[src/hw/lpac_pkg.sv]
// Package of constants and types for the LED pattern and audio control registers
package lpac_pkg;

	// ****************************************
	// Clock and audio sampling rates
	// ****************************************
	localparam int unsigned CLK_HZ = 20_000_000;
	localparam int unsigned RATE_PLAIN_HZ = 122;
	localparam int unsigned RATE_AVG_HZ = 244;
	localparam int unsigned AVG_SAMPLES = 64;
	// Divider counts, rounded down so the rate never falls below the figure
	localparam int unsigned DIV_PLAIN = CLK_HZ / RATE_PLAIN_HZ;
	localparam int unsigned DIV_AVG = CLK_HZ / RATE_AVG_HZ;

	// ****************************************
	// Register offsets
	// ****************************************
	localparam logic [7:0] ADDR_PAT_CTRL = 8'h11;
	localparam logic [7:0] ADDR_SYNC_CTRL2 = 8'h2b;
	localparam logic [7:0] ADDR_LEVEL = 8'h2c;
	localparam logic [7:0] ADDR_CMD_BASE = 8'h30;
	localparam int unsigned NUM_CMDS = 8;
	localparam logic [7:0] CMD_SPAN = 8'h10;

	// ****************************************
	// Field layouts and reset values
	// ****************************************
	localparam int unsigned CTRL2_W = 5;
	localparam int unsigned CTRL2_AVG_BIT = 4;
	localparam int unsigned CTRL2_MODE_LSB = 2;
	localparam int unsigned CTRL2_SPEED_LSB = 0;
	localparam logic [4:0] CTRL2_RESET = 5'h00;
	localparam int unsigned PAT_W = 4;
	localparam int unsigned PAT_LOG_BIT = 0;
	localparam logic [3:0] PAT_RESET = 4'h0;
	localparam logic [7:0] CMD_RESET = 8'h00;
	localparam int unsigned A_RED_LSB = 5;
	localparam int unsigned A_GREEN_LSB = 2;
	localparam int unsigned A_EXEC_HI_LSB = 0;
	localparam int unsigned B_EXEC_LO_LSB = 6;
	localparam int unsigned B_BLUE_LSB = 3;
	localparam int unsigned B_TRANS_LSB = 0;
	localparam logic [7:0] READ_ZERO = 8'h00;

	// ****************************************
	// Intensity codes and percentages
	// ****************************************
	localparam logic [2:0] CODE_OFF = 3'h0;
	localparam logic [2:0] CODE_FULL = 3'h7;
	localparam logic [6:0] PCT_OFF = 7'h00;
	localparam logic [6:0] PCT_FULL = 7'h64;

	// Response speed of the LED follower
	typedef enum logic [1:0] {
		SPEED_FASTEST,
		SPEED_FAST,
		SPEED_MEDIUM,
		SPEED_SLOW
	} lpac_speed_type;

endpackage

[src/hw/lpac_level_sampler.sv]
// Audio level sampler with optional 64-sample averaging
`timescale 1ns/10ps
module lpac_level_sampler #(
	parameter int unsigned DIV_PLAIN = lpac_pkg::DIV_PLAIN,
	parameter int unsigned DIV_AVG = lpac_pkg::DIV_AVG,
	parameter int unsigned LEVEL_W = 8
) (
	// Clock, reset, enable
	input wire logic mclk_i,
	input wire logic reset_i,
	input wire logic ce_i,
	// Control and sample
	input wire logic avg_en_i,
	input wire logic [LEVEL_W-1:0] sample_i,
	// Result
	output logic [LEVEL_W-1:0] level_o,
	output logic update_o
);

	localparam int unsigned CNT_W = $clog2(DIV_PLAIN + 1);
	localparam int unsigned AVG_W = $clog2(lpac_pkg::AVG_SAMPLES);
	localparam int unsigned ACC_W = LEVEL_W + AVG_W;
	localparam logic [AVG_W-1:0] AVG_LAST = AVG_W'(lpac_pkg::AVG_SAMPLES - 1);

	logic [CNT_W-1:0] div_reg, div_next;
	logic [AVG_W-1:0] cnt_reg, cnt_next;
	logic [ACC_W-1:0] acc_reg, acc_next;
	logic [LEVEL_W-1:0] level_reg, level_next;
	logic update_reg, update_next;
	logic avg_q_reg, avg_q_next;
	logic tick;
	logic [ACC_W-1:0] acc_sum;

	// Sample divider, accumulator and level update
	always_comb begin
		div_next = div_reg + 1'b1;
		cnt_next = cnt_reg;
		acc_next = acc_reg;
		level_next = level_reg;
		update_next = 1'b0;
		avg_q_next = avg_en_i;
		acc_sum = acc_reg + ACC_W'(sample_i);
		tick = avg_q_reg ? (div_reg == CNT_W'(DIV_AVG - 1)) : (div_reg == CNT_W'(DIV_PLAIN - 1));
		if (avg_en_i != avg_q_reg) begin
			// Mode change restarts the window so no mixed average is reported
			div_next = '0;
			cnt_next = '0;
			acc_next = '0;
		end else if (tick) begin
			div_next = '0;
			if (!avg_q_reg) begin
				level_next = sample_i;
				update_next = 1'b1;
			end else if (cnt_reg == AVG_LAST) begin
				level_next = acc_sum[ACC_W-1:AVG_W];
				acc_next = '0;
				cnt_next = '0;
				update_next = 1'b1;
			end else begin
				acc_next = acc_sum;
				cnt_next = cnt_reg + 1'b1;
			end
		end
	end

	always_ff @(posedge mclk_i) begin
		if (reset_i) begin
			div_reg <= '0;
			cnt_reg <= '0;
			acc_reg <= '0;
			level_reg <= '0;
			update_reg <= 1'b0;
			avg_q_reg <= 1'b0;
		end else if (ce_i) begin
			div_reg <= div_next;
			cnt_reg <= cnt_next;
			acc_reg <= acc_next;
			level_reg <= level_next;
			update_reg <= update_next;
			avg_q_reg <= avg_q_next;
		end
	end

	assign level_o = level_reg;
	assign update_o = update_reg;

	// ****************************************
	// Checks
	// ****************************************
	plain_update_a: assert property (
		@(posedge mclk_i) disable iff (reset_i)
		ce_i && tick && !avg_q_reg && (avg_en_i == avg_q_reg)
		|=> update_o && level_o == $past(sample_i))
		else $error("plain sample not passed to level");

	avg_hold_a: assert property (
		@(posedge mclk_i) disable iff (reset_i)
		ce_i && avg_q_reg && !(tick && cnt_reg == AVG_LAST) |=> !update_o)
		else $error("averaged level updated early");

endmodule

[src/hw/lpac_ctrl_regs.sv]
// Audio-sync control register, pattern command bank and intensity mapping
`timescale 1ns/10ps

// Behaviour
// - Sync control 2: bits 7-5 read zero, avg/mode/speed fields, reset zero.
// - Without averaging, sample at 122 Hz and refresh level every 8.2 ms.
// - With averaging, sample at 244 Hz, average 64, refresh every 262 ms.
// - Speed code sets LED follow rate: 00 fastest default, 11 slow.
// - Command word A: red 7-5, green 4-2, exec time high 1-0, resets zero.
// - Command word B: exec time low 7-6, blue 5-3, transition 2-0, resets zero.
// - Linear table: 0, 7, 14, 21, 32, 46, 71, 100 percent.
// - Log table: 0, 1, 2, 4, 10, 21, 46, 100 percent.
// - Code 000 is off and 111 is full scale in either mode.
// - Pattern control bit 0 picks linear (0) or log (1) for all colours.
module lpac_ctrl_regs #(
	parameter int unsigned DIV_PLAIN = lpac_pkg::DIV_PLAIN,
	parameter int unsigned DIV_AVG = lpac_pkg::DIV_AVG,
	parameter int unsigned LEVEL_W = 8
) (
	// Clock, reset, enable
	input wire logic mclk_i,
	input wire logic reset_i,
	input wire logic ce_i,
	// Register port
	input wire logic reg_wr_i,
	input wire logic reg_rd_i,
	input wire logic [7:0] reg_addr_i,
	input wire logic [7:0] reg_wdata_i,
	output logic [7:0] reg_rdata_o,
	// Audio side
	input wire logic [LEVEL_W-1:0] audio_sample_i,
	output logic [1:0] filter_mode_o,
	output logic [LEVEL_W-1:0] led_level_o,
	// Pattern side
	input wire logic [2:0] cmd_sel_i,
	output logic [3:0] pattern_ctrl_o,
	output logic [6:0] red_pct_o,
	output logic [6:0] green_pct_o,
	output logic [6:0] blue_pct_o,
	output logic [3:0] exec_time_o,
	output logic [2:0] transition_time_o
);

	// ****************************************
	// Helper functions
	// ****************************************

	// Percent of full scale for a colour code
	function automatic logic [6:0] pct_map(input logic [2:0] code, input logic log_mode);
		logic [6:0] pct;
		pct = lpac_pkg::PCT_OFF;
		case (code)
			3'h1: pct = log_mode ? 7'h01 : 7'h07;
			3'h2: pct = log_mode ? 7'h02 : 7'h0e;
			3'h3: pct = log_mode ? 7'h04 : 7'h15;
			3'h4: pct = log_mode ? 7'h0a : 7'h20;
			3'h5: pct = log_mode ? 7'h15 : 7'h2e;
			3'h6: pct = log_mode ? 7'h2e : 7'h47;
			lpac_pkg::CODE_FULL: pct = lpac_pkg::PCT_FULL;
			default: pct = lpac_pkg::PCT_OFF;
		endcase
		return pct;
	endfunction

	// True when the address falls in the command bank
	function automatic logic cmd_match(input logic [7:0] addr);
		return (addr >= lpac_pkg::ADDR_CMD_BASE) &&
			((addr - lpac_pkg::ADDR_CMD_BASE) < lpac_pkg::CMD_SPAN);
	endfunction

	// Offset into the command bank: bit 0 selects word B, the rest the command
	function automatic logic [3:0] cmd_offset(input logic [7:0] addr);
		logic [7:0] diff;
		diff = addr - lpac_pkg::ADDR_CMD_BASE;
		return diff[3:0];
	endfunction

	// Follower shift for each speed code
	function automatic logic [1:0] speed_shift(input lpac_pkg::lpac_speed_type speed);
		logic [1:0] sh;
		sh = 2'h0;
		case (speed)
			lpac_pkg::SPEED_FASTEST: sh = 2'h0;
			lpac_pkg::SPEED_FAST: sh = 2'h1;
			lpac_pkg::SPEED_MEDIUM: sh = 2'h2;
			lpac_pkg::SPEED_SLOW: sh = 2'h3;
			default: sh = 2'h0;
		endcase
		return sh;
	endfunction

	// ****************************************
	// Register file
	// ****************************************
	localparam int unsigned N = lpac_pkg::NUM_CMDS;

	logic [lpac_pkg::CTRL2_W-1:0] ctrl2_reg, ctrl2_next;
	logic [lpac_pkg::PAT_W-1:0] pat_reg, pat_next;
	logic [7:0] cmd_a_reg [N];
	logic [7:0] cmd_a_next [N];
	logic [7:0] cmd_b_reg [N];
	logic [7:0] cmd_b_next [N];
	logic [7:0] rdata_reg, rdata_next;
	logic [LEVEL_W-1:0] level;
	logic level_update;
	logic [3:0] off;

	// Writes and read mux; reads sample the old value on a same-cycle write
	always_comb begin
		ctrl2_next = ctrl2_reg;
		pat_next = pat_reg;
		cmd_a_next = cmd_a_reg;
		cmd_b_next = cmd_b_reg;
		rdata_next = rdata_reg;
		off = cmd_offset(reg_addr_i);
		if (reg_wr_i) begin
			if (reg_addr_i == lpac_pkg::ADDR_SYNC_CTRL2) begin
				ctrl2_next = reg_wdata_i[lpac_pkg::CTRL2_W-1:0];
			end else if (reg_addr_i == lpac_pkg::ADDR_PAT_CTRL) begin
				pat_next = reg_wdata_i[lpac_pkg::PAT_W-1:0];
			end else if (cmd_match(reg_addr_i)) begin
				if (off[0])
					cmd_b_next[off[3:1]] = reg_wdata_i;
				else
					cmd_a_next[off[3:1]] = reg_wdata_i;
			end
		end
		if (reg_rd_i) begin
			if (reg_addr_i == lpac_pkg::ADDR_SYNC_CTRL2) begin
				rdata_next = {3'h0, ctrl2_reg};
			end else if (reg_addr_i == lpac_pkg::ADDR_PAT_CTRL) begin
				rdata_next = {4'h0, pat_reg};
			end else if (reg_addr_i == lpac_pkg::ADDR_LEVEL) begin
				rdata_next = 8'(level);
			end else if (cmd_match(reg_addr_i)) begin
				rdata_next = off[0] ? cmd_b_reg[off[3:1]] : cmd_a_reg[off[3:1]];
			end else begin
				rdata_next = lpac_pkg::READ_ZERO; // Unmapped reads give zero
			end
		end
	end

	always_ff @(posedge mclk_i) begin
		if (reset_i) begin
			ctrl2_reg <= lpac_pkg::CTRL2_RESET;
			pat_reg <= lpac_pkg::PAT_RESET;
			rdata_reg <= lpac_pkg::READ_ZERO;
			for (int i = 0; i < N; i++) begin
				cmd_a_reg[i] <= lpac_pkg::CMD_RESET;
				cmd_b_reg[i] <= lpac_pkg::CMD_RESET;
			end
		end else if (ce_i) begin
			ctrl2_reg <= ctrl2_next;
			pat_reg <= pat_next;
			rdata_reg <= rdata_next;
			cmd_a_reg <= cmd_a_next;
			cmd_b_reg <= cmd_b_next;
		end
	end

	// ****************************************
	// Audio level and LED follower
	// ****************************************
	lpac_level_sampler #(
		.DIV_PLAIN(DIV_PLAIN),
		.DIV_AVG(DIV_AVG),
		.LEVEL_W(LEVEL_W)
	) u_sampler (
		.mclk_i(mclk_i),
		.reset_i(reset_i),
		.ce_i(ce_i),
		.avg_en_i(ctrl2_reg[lpac_pkg::CTRL2_AVG_BIT]),
		.sample_i(audio_sample_i),
		.level_o(level),
		.update_o(level_update)
	);

	logic [LEVEL_W-1:0] follow_reg, follow_next;
	logic signed [LEVEL_W:0] diff;
	logic signed [LEVEL_W:0] step;
	logic [1:0] sh;

	// Move a fraction of the gap on each level refresh; slow codes lag more
	always_comb begin
		sh = speed_shift(lpac_pkg::lpac_speed_type'(ctrl2_reg[lpac_pkg::CTRL2_SPEED_LSB +: 2]));
		diff = $signed({1'b0, level}) - $signed({1'b0, follow_reg});
		step = diff >>> sh;
		follow_next = follow_reg;
		if (level_update)
			follow_next = LEVEL_W'($signed({1'b0, follow_reg}) + step);
	end

	always_ff @(posedge mclk_i) begin
		if (reset_i)
			follow_reg <= '0;
		else if (ce_i)
			follow_reg <= follow_next;
	end

	// ****************************************
	// Selected command decode
	// ****************************************
	logic [6:0] red_reg, red_next, green_reg, green_next, blue_reg, blue_next;
	logic [3:0] exec_reg, exec_next;
	logic [2:0] trans_reg, trans_next;
	logic log_sel;
	logic [7:0] word_a, word_b;

	// One log bit steers all three colours
	always_comb begin
		log_sel = pat_reg[lpac_pkg::PAT_LOG_BIT];
		word_a = cmd_a_reg[cmd_sel_i];
		word_b = cmd_b_reg[cmd_sel_i];
		red_next = pct_map(word_a[lpac_pkg::A_RED_LSB +: 3], log_sel);
		green_next = pct_map(word_a[lpac_pkg::A_GREEN_LSB +: 3], log_sel);
		blue_next = pct_map(word_b[lpac_pkg::B_BLUE_LSB +: 3], log_sel);
		exec_next = {word_a[lpac_pkg::A_EXEC_HI_LSB +: 2], word_b[lpac_pkg::B_EXEC_LO_LSB +: 2]};
		trans_next = word_b[lpac_pkg::B_TRANS_LSB +: 3];
	end

	always_ff @(posedge mclk_i) begin
		if (reset_i) begin
			red_reg <= lpac_pkg::PCT_OFF;
			green_reg <= lpac_pkg::PCT_OFF;
			blue_reg <= lpac_pkg::PCT_OFF;
			exec_reg <= 4'h0;
			trans_reg <= 3'h0;
		end else if (ce_i) begin
			red_reg <= red_next;
			green_reg <= green_next;
			blue_reg <= blue_next;
			exec_reg <= exec_next;
			trans_reg <= trans_next;
		end
	end

	// Outputs come straight from registers
	assign reg_rdata_o = rdata_reg;
	assign filter_mode_o = ctrl2_reg[lpac_pkg::CTRL2_MODE_LSB +: 2];
	assign led_level_o = follow_reg;
	assign pattern_ctrl_o = pat_reg;
	assign red_pct_o = red_reg;
	assign green_pct_o = green_reg;
	assign blue_pct_o = blue_reg;
	assign exec_time_o = exec_reg;
	assign transition_time_o = trans_reg;

	// ****************************************
	// Checks
	// ****************************************
	ctrl2_read_a: assert property (
		@(posedge mclk_i) disable iff (reset_i)
		ce_i && reg_rd_i && reg_addr_i == 8'h2b |=> reg_rdata_o == {3'h0, $past(ctrl2_reg)})
		else $error("sync control 2 readback wrong");

	ctrl2_reset_a: assert property (
		@(posedge mclk_i) disable iff (reset_i)
		$fell(reset_i) |-> ctrl2_reg == 5'h00 && cmd_a_reg[0] == 8'h00 && cmd_b_reg[7] == 8'h00)
		else $error("registers not zero after reset");

	speed_fastest_a: assert property (
		@(posedge mclk_i) disable iff (reset_i)
		ce_i && level_update && ctrl2_reg[1:0] == 2'h0 |=> led_level_o == $past(level))
		else $error("fastest speed did not follow level");

	word_a_fields_a: assert property (
		@(posedge mclk_i) disable iff (reset_i)
		ce_i |=> exec_time_o[3:2] == $past(cmd_a_reg[cmd_sel_i][1:0]) &&
			red_pct_o == pct_map($past(cmd_a_reg[cmd_sel_i][7:5]), $past(pat_reg[0])))
		else $error("command word A fields misplaced");

	word_b_fields_a: assert property (
		@(posedge mclk_i) disable iff (reset_i)
		ce_i |=> exec_time_o[1:0] == $past(cmd_b_reg[cmd_sel_i][7:6]) &&
			transition_time_o == $past(cmd_b_reg[cmd_sel_i][2:0]))
		else $error("command word B fields misplaced");

	linear_map_a: assert property (
		@(posedge mclk_i) disable iff (reset_i)
		ce_i && !pat_reg[0] && word_a[4:2] == 3'h4 |=> green_pct_o == 7'h20)
		else $error("linear green code 100 not 32 percent");

	log_map_a: assert property (
		@(posedge mclk_i) disable iff (reset_i)
		ce_i && pat_reg[0] && word_b[5:3] == 3'h6 |=> blue_pct_o == 7'h2e)
		else $error("log blue code 110 not 46 percent");

	code_ends_a: assert property (
		@(posedge mclk_i) disable iff (reset_i)
		ce_i && word_a[7:5] == 3'h7 ##1 ce_i && word_a[7:5] == 3'h0
		|-> red_pct_o == 7'h64 ##1 red_pct_o == 7'h00)
		else $error("full or off code mapped wrong");

	mode_pass_a: assert property (
		@(posedge mclk_i) disable iff (reset_i)
		ce_i && reg_wr_i && reg_addr_i == 8'h2b |=> filter_mode_o == $past(reg_wdata_i[3:2]))
		else $error("filter mode not stored as written");

endmodule

[config.mk]
export PLATFORM = sky130hd
export DESIGN_NAME = lpac_ctrl_regs
export DESIGN_NICKNAME = d
export VERILOG_FILES = /design/src/hw/lpac_pkg.sv /design/src/hw/lpac_level_sampler.sv /design/src/hw/lpac_ctrl_regs.sv
export SDC_FILE = /design/constraint.sdc
export NUM_CORES = 1
export LEC_CHECK = 0
export ABC_AREA = 1
export BUFFER_PORTS_ARGS = -buffer_cell sky130_fd_sc_hd__buf_4
export CAP_MARGIN = 25
export CORE_MARGIN = 3
export CORE_UTILIZATION = 35
export CTS_CLUSTER_SIZE = 28
export DETAILED_ROUTE_END_ITERATION = 7
export HOLD_SLACK_MARGIN = 0.12
export PLACE_DENSITY_LB_ADDON = 0.08
export SLEW_MARGIN = 0
export SYNTH_ARGS = -nofsm -noshare
export SYNTH_HDL_FRONTEND = slang
export SYNTH_SLANG_ARGS = --single-unit
export TNS_END_PERCENT = 20
[constraint.sdc]
create_clock -name mclk_i -period 4.1 [get_ports mclk_i]
set_clock_uncertainty 0.15 [all_clocks]
set_input_delay 0.41 -clock mclk_i [delete_from_list [all_inputs] [get_ports mclk_i]]
set_output_delay 0.41 -clock mclk_i [all_outputs]
set_load 0.01 [all_outputs]
### Word-level counts from Yosys, hierarchy flattened

Cells that the tools add are included.

* word-level logic and storage cells: 142
* bits in registers: 229
* bits of input ports: 32
* output and inout port bits: 50

* equal/unequal tests: 32
* mux-type cells: 48
* shift-type cells: 1
* bitwise logic cells: 6
* reductions and logical operators: 13
* magnitude comparators: 5
* add/sub/neg operators: 6

Operators by type and width (number)
* case mux 7 bit (7 select lines): 3
* bitwise mux 64 bit: 2
* 2-to-1 mux 8 bit: 16
* binary-select mux 8 bit (select 3 bit): 4
* 2-to-1 mux 14 bit: 4
* equality test 3 bit (second input constant): 12
* 2-to-1 mux 18 bit: 2
* 2-to-1 mux 6 bit: 6
* demux 8 bit (select 3 bit): 1
* adder 18 x 1 -> 18 bit (second input constant): 1
* equality test 18 x 17 -> 1 bit (second input constant): 1
* equality test 18 bit (second input constant): 1
* equality test 3 x 2 -> 1 bit (second input constant): 6
* equality test 8 x 6 -> 1 bit (second input constant): 2
* adder 14 x 8 -> 14 bit: 1
* AND reduction 6 bit: 2
* equality test 3 x 1 -> 1 bit (second input constant): 3
* >>> shifter 9 x 2 -> 8 bit: 1
* subtractor 8 x 8 -> 9 bit: 1
* adder 8 bit: 1
* equality test 8 x 5 -> 1 bit (second input constant): 1
* greater-or-equal comparator 4 bit (second input constant): 2
* greater-or-equal comparator 8 x 6 -> 1 bit (second input constant): 1
* < comparator 8 x 5 -> 1 bit (second input constant): 1
* other kinds (22): 36

### Logic depth before layout (Yosys ltp)

* word-level depth: 10
* gate-level depth with buffers: 22
* gate-level depth less buffers: 22

### By module

From an unflattened synthesis, not the netlist that was laid out.

* cells, all modules: 1867
* area total of the unflattened synthesis: 12713.4 um^2

Modules (own cells, without submodules)
* lpac_ctrl_regs: area each 9591.7 um^2, cells each 1368, times used 1, sequential area each 3623.5 um^2
* lpac_level_sampler: area each 3121.7 um^2, cells each 499, times used 1, sequential area each 960.9 um^2

### Least setup slack after synthesis

OpenSTA, ideal clock, no wires.

* kind: register to register
* start point: register follow_reg[0] (netlist: led_level_o[0])
* end point: register follow_reg[6] (netlist: led_level_o[6])
* path buffers: 0
* arrival time: 2836 ps
* stages on the path, launching flop included: 17
* required time: 3834 ps
* setup slack: 999 ps
* clock period less this slack: 3101 ps
* library setup time: 116 ps
* cell sequence: dfxtp_1 -> ha_1 -> fa_1 -> o21ai_0 -> a21oi_1 -> xnor2_1 -> o21ai_0 -> mux2i_1 -> ha_1 -> a21oi_1 -> nand2_1 -> a21oi_1 -> nor2_1 -> nor2_1 -> xor2_1 -> o21ai_0 -> inv_1

* word-level cells in the longest chain between the ends: 3

Ends and longest elaborated chain
* start, declared: line lpac_ctrl_regs.sv:178 `logic [LEVEL_W-1:0] follow_reg, follow_next;`
* start signal, assigned: line lpac_ctrl_regs.sv:197 `follow_reg <= follow_next;`
* subtractor 8 x 8 -> 9 bit: line lpac_ctrl_regs.sv:186 `diff = $signed({1'b0, level}) - $signed({1'b0, follow_reg});`
* >>> shifter 9 x 2 -> 8 bit: line lpac_ctrl_regs.sv:187 `step = diff >>> sh;`
* adder 8 bit (*): line lpac_ctrl_regs.sv:190 `follow_next = LEVEL_W'($signed({1'b0, follow_reg}) + step);`

Mark *: on every way between the ends. The rest lies on a longest branch, timed or not.
A chain may end at the register's enable or synchronous reset.

### Final worst setup path

* start point: register u_sampler.level_reg[0] (netlist: u_sampler.level_o[0])
* end point: register follow_reg[6] (netlist: led_level_o[6])

* word-level cells in the longest chain between the ends: 3

Ends and longest elaborated chain
* start, declared: line lpac_level_sampler.sv:28 `logic [LEVEL_W-1:0] level_reg, level_next;`
* start signal, assigned: line lpac_level_sampler.sv:78 `level_reg <= level_next;`
* subtractor 8 x 8 -> 9 bit: line lpac_ctrl_regs.sv:186
* >>> shifter 9 x 2 -> 8 bit: line lpac_ctrl_regs.sv:187
* adder 8 bit: line lpac_ctrl_regs.sv:190

No other way between the ends.

==> flow_metrics.env <==
export IMPL_hold_buffers=18
export IMPL_hold_slack_ns=0.151
export IMPL_utilization_pct=41.3
export IMPL_final_nets=1962
export IMPL_hp_class="input pin to flop"
export IMPL_die_area_sq_um=37800
export IMPL_finalHoldViolations=0
export IMPL_crit_type="flop to flop"
export IMPL_rows=68
export IMPL_slowest_delay_ns=0.41
export IMPL_synthAdderAreaFrac_pct=3.21
export IMPL_synthSimpleGateAreaFrac_pct=25.1
export IMPL_core_sq_um=34700
export IMPL_global_route_overflow_total=0
export IMPL_cts_sinks=229
export IMPL_cp_num_buf_inv=2
export IMPL_worst_slew_pin_slew_ns=1.04
export IMPL_cp_cell_sequence="inv_1 -> ha_1 -> fa_1 -> o21ai_0 -> a21oi_1 -> xnor2_1 -> o21ai_0 -> mux2i_1 -> ha_1 -> a21oi_1 -> nand2_1 -> a21oi_1 -> nor2_1 -> nor2_1 -> xor2_1 -> o21ai_0 -> inv_1"
export IMPL_synth_seq_cells=229
export IMPL_worstReg2RegStart="u_sampler.level_o[0]"
export IMPL_drv_cap=0
export IMPL_pwr_share_comb_pct=10.1
export IMPL_synth_nets=1918
export IMPL_synthesis_area_sq_um=12400
export IMPL_grt_max_degree=144
export IMPL_fin_cells=2376
export IMPL_critical_path_depth=17
export IMPL_vias=12500
export IMPL_reg2regPathDepth=17
export IMPL_synth_top_family_by_area="simple AND/OR/NAND/NOR gates"
export IMPL_drtIter0Drc=1107
export IMPL_wl_mm=43.4
export IMPL_synth_cell_types=53
export IMPL_ys_warn_count=0
export IMPL_avgSynthCellArea_sq_um=6.69
export IMPL_cts_tree="built"
export IMPL_endpoint_kind="flop"
export IMPL_antenna_left=0
export IMPL_hpwl_mm=28.8
export IMPL_cp_required_ns=4.40
export IMPL_cts_buffers=29
export IMPL_clock_fmax_ghz=0.285
export IMPL_crit_arrival_ns=3.82
export IMPL_clockBufferDepth=3
export IMPL_first_global_vias=11600
export IMPL_synth_mux_area_share_pct=0.0807
export IMPL_grt_pass1_wl_mm=67.4
export IMPL_htree_levels=1
export IMPL_postSynthCellCount=1856
export IMPL_r2r_end="led_level_o[6]"
export IMPL_netSwitchingPower_uw=1390
export IMPL_slew_violations=0
export IMPL_initial_core_util_pct=35.7
export IMPL_setup_tns_ns=0
export IMPL_dp_cells=2306
export IMPL_area_growth_pct=15.5
export IMPL_drc=0
export IMPL_fp_dieW_microns=194
export IMPL_slowest_stage="fa_1"
export IMPL_path_delay_family="compound AO/OA/AOI/OAI gates"
export IMPL_cts_resized=0
export IMPL_startpoint="u_sampler.level_o[0]"
export IMPL_cp_max_fo=5
export IMPL_p_leak_uw=0.00598
export IMPL_relSlewSlack_pct=30.7
export IMPL_n_antenna_cell=0
export IMPL_grtUsageTotal_pct=22.0
export IMPL_ir_worst_vdd_v=0.000354
export IMPL_fin_crit_sh_pct=85.7
export IMPL_via_per_inst=5.26
export IMPL_detail_route_wl_per_cell_microns=18.3
export IMPL_drive_gt1_share_pct=9.42
export IMPL_insertion_delay_ns=0.56
export IMPL_routabilityCongestion=0.828
export IMPL_p_int_uw=3860
export IMPL_antenna_found_initial=0
export IMPL_clk_pin_slew_ns=0.06
export IMPL_final_setup_viol_count=0
export IMPL_crit_path_end="led_level_o[6]"
export IMPL_ff2ff_setup_slack_ns=0.59
export IMPL_p_clk_share_pct=46.7
export IMPL_cts_root_buf="clkbuf_16"
export IMPL_seqPwrFrac_pct=43.2
export IMPL_portBuffers=81
export IMPL_synth_compound_area_share_pct=23.4
export IMPL_powerDensity_nw_per_um2=366
export IMPL_ios=82
export IMPL_synth_xor_area_share_pct=2.12
export IMPL_chipHeight_microns=194
export IMPL_status="complete, no violations"
export IMPL_rsz0062_at_grt="false"
export IMPL_postCtsSetupRepairBufs=0
export IMPL_dr_pass1_iters=5
export IMPL_swShare_pct=26.5
export IMPL_cp_start_kind="flop"
export IMPL_ys_seq_area_share_pct=36.9
export IMPL_period_minus_slack_ns=3.51
==> per-stage QoR <==
| stage | power (uW) | instance area, sq um | setup slack [ns] |
|---|---|---|---|
| floorplan | 2630 | 12400 | 0.999 |
| global placement | 2830 | 13200 | 0.633 |
| detailed placement | 2830 | 13200 | 0.607 |
| CTS | 5300 | 14300 | 0.611 |
| global route | 5440 | 14300 | 0.237 |
| finish | 5250 | 14300 | 0.587 |
==> power groups by stage <==
stage / clock network [uW] / logic [uW] / registers, uW
after detailed placement: 0 / 514 / 2320
final: 2450 / 533 / 2270
after global placement: 0 / 515 / 2320
after CTS: 2510 / 529 / 2270
after global routing: 2590 / 585 / 2270
after floorplan: 0 / 309 / 2320
==> layout make-up <==
class / instances / area, sq um
Timing Repair Buffer: 115 / 921
Clock buffer: 48 / 877
Fill cell: 3669 / 20400
Clock inverter: 4 / 26.3
Inverter: 179 / 673
Tap cell: 455 / 569
Sequential cell: 229 / 4580
Multi-Input combinational cell: 1346 / 6680
==> how the worst min path moves through the flow <==
| stage | start | end | slack, ns | depth (start not counted) |
|---|---|---|---|---|
| 2_1_floorplan | cmd_a_reg[17] | cmd_a_reg[17] | 0.28 | 2 |
| 3_3_place_gp | cmd_b_reg[1] | cmd_b_reg[1] | 0.30 | 2 |
| 3_5_place_dp | cmd_b_reg[1] | cmd_b_reg[1] | 0.31 | 2 |
| 4_1_cts | reg_wdata_i[2] | cmd_b_reg[26] | 0.13 | 3 |
| 5_1_grt | reg_wdata_i[2] | cmd_b_reg[26] | 0.13 | 3 |
| 6_report | reg_wdata_i[2] | cmd_b_reg[26] | 0.15 | 3 |
==> placed cells by master, fill, tap and decap left out, types with 4 or more instances in the layout <==
cell type      instances
xnor2_1                8
ha_1                  27
a21oi_1              213
nor3_1                13
nand2_1              310
inv_2                 11
nand3_1               93
xor2_1                22
dfxtp_1              229
a22oi_1                5
or2_2                  4
clkbuf_8               8
clkinv_1               5
dlygate4sd3_1         18
o21a_1                 5
o21ai_0              217
nor2_1               288
clkbuf_1              11
o21ai_1               17
buf_4                 96
o22ai_1               48
o211ai_1               9
o21ai_2                4
inv_1                162
clkbuf_16             29
a31oi_1                4
nor2_2                 7
nand4_1               16
==> worst register-to-register path: stages (launching register included) <==
cell	delay (ns)
dfxtp_1	0.34
inv_1	0.08
ha_1	0.20
fa_1	0.41
o21ai_0	0.40
a21oi_1	0.15
xnor2_1	0.17
o21ai_0	0.23
mux2i_1	0.12
ha_1	0.36
a21oi_1	0.14
nand2_1	0.09
a21oi_1	0.15
nor2_1	0.06
nor2_1	0.11
xor2_1	0.07
o21ai_0	0.15
inv_1	0.05
==> synthesized netlist by cell type (all sizes together) <==
library cell / count / area (sq um)
buf: 45 / 256
o2111ai: 3 / 26.3
clkinv: 6 / 22.5
a31oi: 4 / 25.0
a211oi: 3 / 32.5
xor2: 22 / 193
a21oi: 213 / 1070
nand2: 313 / 1180
clkbuf: 57 / 215
fa: 3 / 60.1
o31ai: 3 / 27.5
xnor2: 8 / 70.1
ha: 27 / 338
or2: 4 / 25.0
inv: 173 / 649
a31o: 1 / 8.76
o21a: 5 / 37.5
nand3b: 3 / 35.0
nor3: 14 / 81.3
a21o: 2 / 15.0
o22ai: 48 / 300
nand4: 17 / 113
a32o: 1 / 10.0
o21ai: 239 / 1220
o211ai: 9 / 67.6
dfxtp: 229 / 4580
nand3: 95 / 493
nor3b: 1 / 7.51
a22oi: 5 / 37.5
o21bai: 3 / 22.5
nor2: 297 / 1160
nor4: 2 / 18.8
mux2i: 1 / 10.0
==> layer usage <==
| layer | vias to the layer above | GRT usage [%] | share of wire [%] |
|---|---|---|---|
| li1 | 6251 | - | - |
| met3 | 70 | 2.76 | 6.5 |
| met5 | - | 0 | 0 |
| met2 | 395 | 35.3 | 45 |
| met1 | 5790 | 31.4 | 46 |
| met4 | 0 | 5.93 | 2.7 |
==> cell families after synthesis <==
family	count (synthesis)
compound gates	539
xor+xnor	30
fa+ha+maj	30
buf+inv	281
flops	229
mux	1
simple gates	746
(Power assumes the default switching activity.)
